**src/core/rx_irq_pkg.sv**
```systemverilog
// Constants and types for the receive interrupt mask bank
package rx_irq_pkg;
  // ****************************************************
  // Geometry
  // ****************************************************
  localparam int NUM_PORTS = 8;
  localparam int NUM_BANKS = 6;
  localparam int ADDR_W = 16;
  // ****************************************************
  // Register indices; byte address is four times index
  // ****************************************************
  localparam logic [11:0] PORT_STRIDE = 12'h200;
  localparam logic [8:0] IDX_ALARMS = 9'h0A0;
  localparam logic [8:0] IDX_E1_FRAMING = 9'h0A1;
  localparam logic [8:0] IDX_CODES = 9'h0A2;
  localparam logic [8:0] IDX_ELASTIC_TIMER = 9'h0A3;
  localparam logic [8:0] IDX_HDLC = 9'h0A4;
  localparam logic [8:0] IDX_BOC_FDL = 9'h0A6;
  localparam logic [11:0] IDX_IRQ_STATUS = 12'h0F0;
  localparam logic [11:0] IDX_IRQ_CLEAR = 12'h0F1;
  localparam logic [11:0] IDX_IRQ_ENABLE = 12'h0F2;
  localparam logic [11:0] IDX_LINE_MODE = 12'h0F3;
  // ****************************************************
  // Bank numbers and valid bits per line mode
  // ****************************************************
  localparam int B_ALARMS = 0;
  localparam int B_E1_FRAMING = 1;
  localparam int B_CODES = 2;
  localparam int B_ELASTIC_TIMER = 3;
  localparam int B_HDLC = 4;
  localparam int B_BOC_FDL = 5;
  localparam logic [7:0] MASK_RESET = 8'h00;
  localparam logic [7:0] VALID_ALARMS = 8'h0F;
  localparam logic [7:0] VALID_E1_FRAMING = 8'h0F;
  localparam logic [7:0] VALID_CODES_T1 = 8'hFF;
  localparam logic [7:0] VALID_CODES_E1 = 8'hBB;
  localparam logic [7:0] VALID_ELASTIC_TIMER = 8'hEF;
  localparam logic [7:0] VALID_HDLC = 8'h3F;
  localparam logic [7:0] VALID_BOC_FDL_T1 = 8'h3F;
  localparam logic [7:0] VALID_NONE = 8'h00;
  // Summary bit per bank, mirroring receive status register order
  localparam logic [2:0] SUM_BIT [NUM_BANKS] = '{3'h0, 3'h1, 3'h2, 3'h3, 3'h4, 3'h6};
  // ****************************************************
  // Carriers
  // ****************************************************
  typedef logic [NUM_BANKS-1:0][7:0] bank_type;
  typedef struct packed {
    logic [7:0] boc_fdl;
    logic [7:0] hdlc;
    logic [7:0] elastic_timer;
    logic [7:0] codes;
    logic [7:0] e1_framing;
    logic [7:0] alarms;
  } rx_status_type;
  typedef struct packed {
    logic [7:0] prdata;
    logic pslverr;
  } apb_answer_type;
endpackage

```
**src/core/rx_interrupt_mask_bank.sv**
```systemverilog
// Receive interrupt mask bank for eight framer ports with APB access
`timescale 1ns/100ps
`default_nettype none
module rx_interrupt_mask_bank (
  // Clock and reset
  input wire logic clk,
  input wire logic rstn,
  // APB slave
  input wire logic psel,
  input wire logic penable,
  input wire logic pwrite,
  input wire logic [rx_irq_pkg::ADDR_W-1:0] paddr,
  input wire logic [31:0] pwdata,
  input wire logic [3:0] pstrb,
  output logic [31:0] prdata,
  output logic pready,
  output logic pslverr,
  // Latched receive status per port
  input wire rx_irq_pkg::rx_status_type [rx_irq_pkg::NUM_PORTS-1:0] rx_status,
  // Interrupt outputs
  output logic irq_out_n,
  output logic irq,
  output logic [rx_irq_pkg::NUM_PORTS-1:0][7:0] rx_irq_summary
);
  // ****************************************************
  // Reset release
  // ****************************************************
  // Assert at once, release two edges later, clear of the clock edge
  logic rst_meta;
  logic rst_n;
  always_ff @(posedge clk or negedge rstn) begin
    if (!rstn) begin
      rst_meta <= 1'b0;
      rst_n <= 1'b0;
    end else begin
      rst_meta <= 1'b1;
      rst_n <= rst_meta;
    end
  end

  // ****************************************************
  // Address fields
  // ****************************************************
  wire logic [1:0] byte_lane = paddr[1:0];
  wire logic [1:0] top_bits = paddr[15:14];
  wire logic [11:0] idx = paddr[13:2];
  // Port number minus one sits above the slot stride
  wire logic [2:0] port_sel = idx[11:9];
  wire logic [8:0] local_idx = idx[8:0];

  // Sub-word and out-of-range addresses are refused, not folded
  wire logic lane_ok = byte_lane == 2'h0;
  wire logic range_ok = top_bits == 2'h0;
  wire logic aligned = lane_ok && range_ok;

  // ****************************************************
  // Mask register hits, same slot in every port
  // ****************************************************
  wire logic hit_alarms = local_idx == rx_irq_pkg::IDX_ALARMS;
  wire logic hit_framing = local_idx == rx_irq_pkg::IDX_E1_FRAMING;
  wire logic hit_codes = local_idx == rx_irq_pkg::IDX_CODES;
  wire logic hit_elastic = local_idx == rx_irq_pkg::IDX_ELASTIC_TIMER;
  wire logic hit_hdlc = local_idx == rx_irq_pkg::IDX_HDLC;
  wire logic hit_boc = local_idx == rx_irq_pkg::IDX_BOC_FDL;
  // Port slot index selects one of the six mask banks
  wire logic [5:0] bank_hit = {hit_boc, hit_hdlc, hit_elastic, hit_codes, hit_framing,
    hit_alarms};
  wire logic any_bank = |bank_hit;
  wire logic hit_mask = aligned && any_bank;

  // ****************************************************
  // Global register hits, port 1 slot only
  // ****************************************************
  // Full index match, so no other port aliases these
  wire logic hit_status = aligned && (idx == rx_irq_pkg::IDX_IRQ_STATUS);
  wire logic hit_clear = aligned && (idx == rx_irq_pkg::IDX_IRQ_CLEAR);
  wire logic hit_enable = aligned && (idx == rx_irq_pkg::IDX_IRQ_ENABLE);
  wire logic hit_mode = aligned && (idx == rx_irq_pkg::IDX_LINE_MODE);
  wire logic mapped = hit_mask | hit_status | hit_clear | hit_enable | hit_mode;

  // ****************************************************
  // Write strobes
  // ****************************************************
  // Only the low lane carries data; other strobe bits are ignored
  wire logic in_access = psel && penable;
  wire logic lane0 = pstrb[0];
  // Writes land only on the completing access cycle
  wire logic wr_go = in_access && pready && pwrite && lane0;
  wire logic wr_mode = wr_go && hit_mode;
  wire logic wr_enable = wr_go && hit_enable;
  wire logic wr_clear = wr_go && hit_clear;

  wire logic [7:0] wr_byte = pwdata[7:0];

  // ****************************************************
  // Line mode, one bit per port
  // ****************************************************
  // Reset leaves every port in T1
  logic [7:0] line_mode;
  always_ff @(posedge clk or negedge rst_n) begin
    if (!rst_n) begin
      line_mode <= 8'h00;
    end else if (wr_mode) begin
      line_mode <= wr_byte;
    end
  end

  // ****************************************************
  // Controller interrupt enable
  // ****************************************************
  logic [7:0] irq_enable;
  always_ff @(posedge clk or negedge rst_n) begin
    if (!rst_n) begin
      irq_enable <= 8'h00;
    end else if (wr_enable) begin
      irq_enable <= wr_byte;
    end
  end

  // ****************************************************
  // Sticky request status
  // ****************************************************
  logic [7:0] irq_status;
  logic [7:0] port_req;

  wire logic [7:0] clr_bits = wr_clear ? wr_byte : 8'h00;
  // Set wins over a clear in the same cycle, so no request is lost
  wire logic [7:0] kept_bits = irq_status & ~clr_bits;
  wire logic [7:0] next_irq_status = kept_bits | port_req;
  always_ff @(posedge clk or negedge rst_n) begin
    if (!rst_n) begin
      irq_status <= 8'h00;
    end else begin
      irq_status <= next_irq_status;
    end
  end

  // ****************************************************
  // Per-port mask storage and request logic
  // ****************************************************
  logic [7:0][7:0] rd_port;
  logic [7:0][7:0] next_summary;
  genvar p;
  generate
    for (p = 0; p < rx_irq_pkg::NUM_PORTS; p++) begin : g_port
      rx_irq_pkg::bank_type mask;
      rx_irq_pkg::bank_type valid;
      rx_irq_pkg::bank_type live;
      // Status bytes line up with the mask banks
      wire rx_irq_pkg::bank_type stat = rx_irq_pkg::bank_type'(rx_status[p]);

      // ****************************************************
      // Port decode
      // ****************************************************
      wire logic e1 = line_mode[p];
      wire logic port_hit = port_sel == 3'(p);
      wire logic port_wr = wr_go && hit_mask && port_hit;

      // ****************************************************
      // Bits present in the current line mode
      // ****************************************************
      // Mode picks which bits exist; storage stays when mode flips
      always_comb begin
        valid = '0;
        valid[rx_irq_pkg::B_ALARMS] = rx_irq_pkg::VALID_ALARMS;
        valid[rx_irq_pkg::B_ELASTIC_TIMER] = rx_irq_pkg::VALID_ELASTIC_TIMER;
        valid[rx_irq_pkg::B_HDLC] = rx_irq_pkg::VALID_HDLC;
        case (e1)
          1'b1: begin
            valid[rx_irq_pkg::B_E1_FRAMING] = rx_irq_pkg::VALID_E1_FRAMING;
            valid[rx_irq_pkg::B_CODES] = rx_irq_pkg::VALID_CODES_E1;
            valid[rx_irq_pkg::B_BOC_FDL] = rx_irq_pkg::VALID_NONE;
          end
          default: begin
            valid[rx_irq_pkg::B_E1_FRAMING] = rx_irq_pkg::VALID_NONE;
            valid[rx_irq_pkg::B_CODES] = rx_irq_pkg::VALID_CODES_T1;
            valid[rx_irq_pkg::B_BOC_FDL] = rx_irq_pkg::VALID_BOC_FDL_T1;
          end
        endcase
      end

      // ****************************************************
      // Mask storage, one byte per bank
      // ****************************************************
      // Full byte is stored; the mode only hides bits
      genvar b;
      for (b = 0; b < rx_irq_pkg::NUM_BANKS; b++) begin : g_bank
        // One write strobe per bank
        wire logic bank_wr = port_wr && bank_hit[b];
        wire logic [7:0] bank_next = bank_wr ? wr_byte : mask[b];
        always_ff @(posedge clk or negedge rst_n) begin
          if (!rst_n) begin
            mask[b] <= rx_irq_pkg::MASK_RESET;
          end else begin
            mask[b] <= bank_next;
          end
        end
        // Masked or absent bits never reach the request
        assign live[b] = stat[b] & mask[b] & valid[b];
      end

      // ****************************************************
      // Request, summary and readback
      // ****************************************************
      assign port_req[p] = |live;
      // Summary and readback both see only bits of the current mode
      always_comb begin
        next_summary[p] = 8'h00;
        rd_port[p] = 8'h00;
        for (int k = 0; k < rx_irq_pkg::NUM_BANKS; k++) begin
          next_summary[p][rx_irq_pkg::SUM_BIT[k]] = |live[k];
          if (bank_hit[k]) begin
            rd_port[p] = mask[k] & valid[k];
          end
        end
      end
    end
  endgenerate

  // ****************************************************
  // Read mux
  // ****************************************************
  // Clear register reads back zero
  wire logic [7:0] rd_status = hit_status ? irq_status : 8'h00;
  wire logic [7:0] rd_enable = hit_enable ? irq_enable : 8'h00;
  wire logic [7:0] rd_mode = hit_mode ? line_mode : 8'h00;

  // Global hits are one-hot, so an OR merges them without priority
  wire logic [7:0] rd_global = rd_status | rd_enable | rd_mode;
  wire logic [7:0] rd_mask = rd_port[port_sel];
  wire logic [7:0] rd_byte = hit_mask ? rd_mask : rd_global;

  // ****************************************************
  // APB answer
  // ****************************************************
  // Answer prepared in setup so access completes in its first cycle
  wire logic setup = psel && !penable;
  wire logic rd_setup = setup && !pwrite;
  wire rx_irq_pkg::apb_answer_type next_answer = '{prdata: rd_byte, pslverr: !mapped};
  // One-cycle pulse: zero wait states
  always_ff @(posedge clk or negedge rst_n) begin
    if (!rst_n) begin
      pready <= 1'b0;
    end else begin
      pready <= setup;
    end
  end

  // Unmapped or misaligned: error, no effect
  always_ff @(posedge clk or negedge rst_n) begin
    if (!rst_n) begin
      pslverr <= 1'b0;
    end else begin
      pslverr <= setup && next_answer.pslverr;
    end
  end

  // Read data is zero outside read answers
  always_ff @(posedge clk or negedge rst_n) begin
    if (!rst_n) begin
      prdata <= 32'h00000000;
    end else if (rd_setup) begin
      prdata <= {24'h000000, next_answer.prdata};
    end else begin
      prdata <= 32'h00000000;
    end
  end

  // ****************************************************
  // Active-low interrupt pin
  // ****************************************************
  // One cycle behind the status inputs
  wire logic any_req = |port_req;
  always_ff @(posedge clk or negedge rst_n) begin
    if (!rst_n) begin
      irq_out_n <= 1'b1;
    end else begin
      irq_out_n <= !any_req;
    end
  end

  // ****************************************************
  // Controller interrupt
  // ****************************************************
  // Level, not pulse; software clears the sticky bit
  wire logic [7:0] enabled_status = irq_status & irq_enable;
  wire logic irq_live = |enabled_status;
  always_ff @(posedge clk or negedge rst_n) begin
    if (!rst_n) begin
      irq <= 1'b0;
    end else begin
      irq <= irq_live;
    end
  end

  // ****************************************************
  // Per-port summary
  // ****************************************************
  // Bits 5 and 7 have no bank and stay low
  always_ff @(posedge clk or negedge rst_n) begin
    if (!rst_n) begin
      rx_irq_summary <= '0;
    end else begin
      rx_irq_summary <= next_summary;
    end
  end
endmodule // rx_interrupt_mask_bank
`default_nettype wire

```
**config.mk**
```make
export PLATFORM = sky130hd
export DESIGN_NAME = rx_interrupt_mask_bank
export DESIGN_NICKNAME = d
export VERILOG_FILES = /design/src/core/rx_irq_pkg.sv /design/src/core/rx_interrupt_mask_bank.sv
export SDC_FILE = /design/constraint.sdc
export NUM_CORES = 1
export LEC_CHECK = 0
export BUFFER_PORTS_ARGS = -buffer_cell sky130_fd_sc_hd__buf_4
export CAP_MARGIN = 20
export CORE_MARGIN = 4
export CORE_UTILIZATION = 33
export CTS_BUF_LIST = sky130_fd_sc_hd__clkbuf_4 sky130_fd_sc_hd__clkbuf_8
export DETAILED_ROUTE_END_ITERATION = 7
export PLACE_DENSITY_LB_ADDON = 0.1
export SYNTH_ARGS = -nofsm -noshare
export SYNTH_HDL_FRONTEND = slang
export SYNTH_SLANG_ARGS = --single-unit
export TNS_END_PERCENT = 30
```
**constraint.sdc**
```tcl
create_clock -name clk -period 21 [get_ports clk]
set_input_delay 3.15 -clock clk [delete_from_list [all_inputs] [get_ports clk]]
set_output_delay 3.15 -clock clk [all_outputs]
set_load 0.01 [all_outputs]
```
==> flow_metrics.env <==
export IMPL_ys_seq_area_share_pct=50.9
export IMPL_cts_tree="done"
export IMPL_cts_setup_buffers=0
export IMPL_critPathArrivalTime_ns=7.01
export IMPL_die_x_um=241
export IMPL_cap_violations=0
export IMPL_stdcell_count=2667
export IMPL_core_area_um2=53900
export IMPL_startpoint_type="input pin"
export IMPL_wire_per_inst_um=29.2
export IMPL_grt_pass1_vias=15700
export IMPL_synth_compound_area_share_pct=15.9
export IMPL_gp_congestion=0.934
export IMPL_synth_seq_cells=366
export IMPL_num_io_pins=541
export IMPL_cp_max_fo=50
export IMPL_synth_top_family_by_area="multiplexers"
export IMPL_fin_skew_ns=0.0298
export IMPL_grt_max_degree=163
export IMPL_p_leak_nw=11.0
export IMPL_path_class="input pin to register"
export IMPL_clockPowerShare_pct=47.8
export IMPL_final_fill_count=5256
export IMPL_vias=15300
export IMPL_drc=0
export IMPL_firstDrtPassIters=5
export IMPL_initial_core_util_pct=33.4
export IMPL_io_buffer_count=369
export IMPL_syn_inst=1548
export IMPL_cellInternalPower_mw=1.19
export IMPL_layout_drive_gt1_share_pct=43.2
export IMPL_hpwl_mm=55.7
export IMPL_synthFlopType="dfrtp_1"
export IMPL_finalSetupViolations=0
export IMPL_rows=85
export IMPL_min_path_type="register to register"
export IMPL_htreeDepth=3
export IMPL_drt_iter0_drc=1278
export IMPL_synth_top_area_cell="dfrtp_1"
export IMPL_power_frac_comb_pct=7.3
export IMPL_syn2layout_area_growth_pct=26.8
export IMPL_setup_tns_ns=0
export IMPL_synthesis_area_um2=18000
export IMPL_status="finished clean"
export IMPL_synth_warnings=0
export IMPL_synth_distinct_cells=68
export IMPL_dpl_instance_area_um2=21300
export IMPL_p_per_area_nw_per_um2=69.2
export IMPL_cts_buffers=69
export IMPL_synth_async_reset_ratio_pct=100
export IMPL_ff2ff_setup_slack_ns=18.21
export IMPL_switching_power_mw=0.390
export IMPL_seq_area_um2=9160
export IMPL_cp_data_required_time_ns=21.51
export IMPL_die_area_um2=58300
export IMPL_total_power_mw=1.58
export IMPL_fmax_ghz=0.154
export IMPL_synth_xor_area_share_pct=0
export IMPL_drt_antenna_violating_nets=0
export IMPL_final_cell_mix="buf_4, dfrtp_1, mux2_2"
export IMPL_cts_hold_buf=0
export IMPL_design_area_um2=22800
export IMPL_muxShareOfSynthArea_pct=19.9
export IMPL_rsz0062_at_grt="false"
export IMPL_vdd_drop_max_mv=0.0322
export IMPL_antenna_found_initial=3
export IMPL_via_per_inst=5.73
export IMPL_synth_top_area_share_pct=50.8
export IMPL_synth_adder_area_share_pct=0
export IMPL_cts_repair_resized=0
export IMPL_grt_pass1_wl_mm=109
export IMPL_holdWs_ns=0.351
export IMPL_cts_root_buf="clkbuf_8"
export IMPL_dp_cells=2542
export IMPL_overflow=0
export IMPL_final_common_cell="buf_4"
export IMPL_finalHoldViolCount=0
export IMPL_yosys_top_cells_area="dfrtp_1, mux2_2, a22oi_1, a21oi_1, nand2_1"
export IMPL_clkTransAtPathRegs_ns=0.06
export IMPL_worstMarginPinSlew_ns=1.14
export IMPL_fin_crit_ns=6.49
export IMPL_clockBufferDepth=3
export IMPL_die_y_um=241
export IMPL_final_period_utilization_pct=30.9
export IMPL_cp_end_kind="register"
export IMPL_grt_use_total_pct=25.9
export IMPL_yosys_area_share_simple_pct=9.33
export IMPL_routed_wl_mm=77.8
export IMPL_multiInputGateArea_um2=8300
export IMPL_seq_power_share_pct=44.9
export IMPL_relSlewSlack_pct=24.2
export IMPL_cts_num_sinks=366
export IMPL_fin_nets=2359
export IMPL_synth_edff_count=0
export IMPL_avgSynthCellArea_um2=11.6
export IMPL_maxSlewViolCount=0
export IMPL_clk_latency_ns=0.65
export IMPL_swShare_pct=24.7
## Yosys cell counts (14+ instances only)
| master | count |
|---|---|
| nor2_1 | 52 |
| nand2_1 | 88 |
| mux2_2 | 296 |
| a221oi_1 | 26 |
| dfrtp_1 | 365 |
| buf_2 | 14 |
| clkbuf_1 | 59 |
| o21ai_0 | 36 |
| a22oi_1 | 136 |
| buf_1 | 14 |
| buf_4 | 42 |
| nor2b_1 | 34 |
| a31oi_1 | 39 |
| a21oi_1 | 67 |
| nand3_1 | 51 |
| nor2_2 | 15 |
## per-stage QoR
step | util, % | worst slack, ns
after floorplan | - | 10.05
after global placement | 39.5 | 13.99
after detailed placement | 39.5 | 13.99
after CTS | 42.3 | 14.64
after global routing | 42.3 | 14.30
final | 42.3 | 14.51
## final timing paths
kind	from	cells after the start	to
setup / recovery	paddr[2]	10	prdata[5]
hold / removal	rst_meta	0	rst_n
setup reg to reg	line_mode[2]	6	irq_out_n
hold reg to reg	rst_meta	0	rst_n
max in group asynchronous	rstn	1	rst_n
min in group asynchronous	rst_n	0	g_port[5].mask[26]
## routing by layer
metal / global-route usage (%) / share of wire, % / routed length, µm / up-vias
li1: - / - / - / 6599
met1: 35.7 / 43 / 33400 / 7865
met2: 40.7 / 47 / 36200 / 663
met3: 5.60 / 7.3 / 5660 / 140
met4: 9.02 / 3.2 / 2520 / 2
met5: 0 / 0.013 / 10 / -
## cells by family (layout without fill, tap and decap cells)
| kind of cell | after synthesis | after routing |
|---|---|---|
| other | 2 | 45 |
| AO/OA/AOI/OAI | 405 | 405 |
| multiplexers | 314 | 314 |
| flip-flops | 366 | 366 |
| buffers and inverters | 142 | 522 |
| AND/OR/NAND/NOR | 319 | 319 |
## worst max-delay path, stage by stage
cell and delay (ns):
buf_4 0.32, buf_4 0.43, nor3b_1 0.33, nand3_1 0.80
nor2_2 0.28, buf_4 0.30, a31oi_1 0.13, a21boi_0 0.20
or4_1 0.63, a311oi_1 0.38
## flip-flops by register name, indices dropped and copies added (netlist names)
| signal | count |
|---|---|
| pready | 1 |
| irq_enable | 8 |
| prdata | 8 |
| rst_meta | 1 |
| line_mode | 8 |
| irq_out_n | 1 |
| rst_n | 1 |
| rx_irq_summary | 48 |
| g_port.mask | 280 |
| irq_status | 8 |
| pslverr | 1 |
| irq | 1 |
## power by group through the flow
stage | sequential [mW] | clock (mW) | combinational, mW
finish | 0.709 | 0.755 | 0.115
floorplan | 0.729 | 0 | 0.0352
global placement | 0.721 | 0 | 0.115
detailed placement | 0.721 | 0 | 0.115
CTS | 0.709 | 0.771 | 0.115
global route | 0.709 | 0.803 | 0.123
## layout make-up
class                           instances  area share [%]
Antenna cell                            4          0.0439
Clock buffer                          113            6.21
Clock inverter                          7           0.313
Inverter                               13           0.214
Multi-Input combinational cell       1079            36.4
Sequential cell                       366            40.2
Tap cell                              696            3.82
Timing Repair Buffer                  389            12.8
No activity file was read; power rests on OpenSTA's default activity.
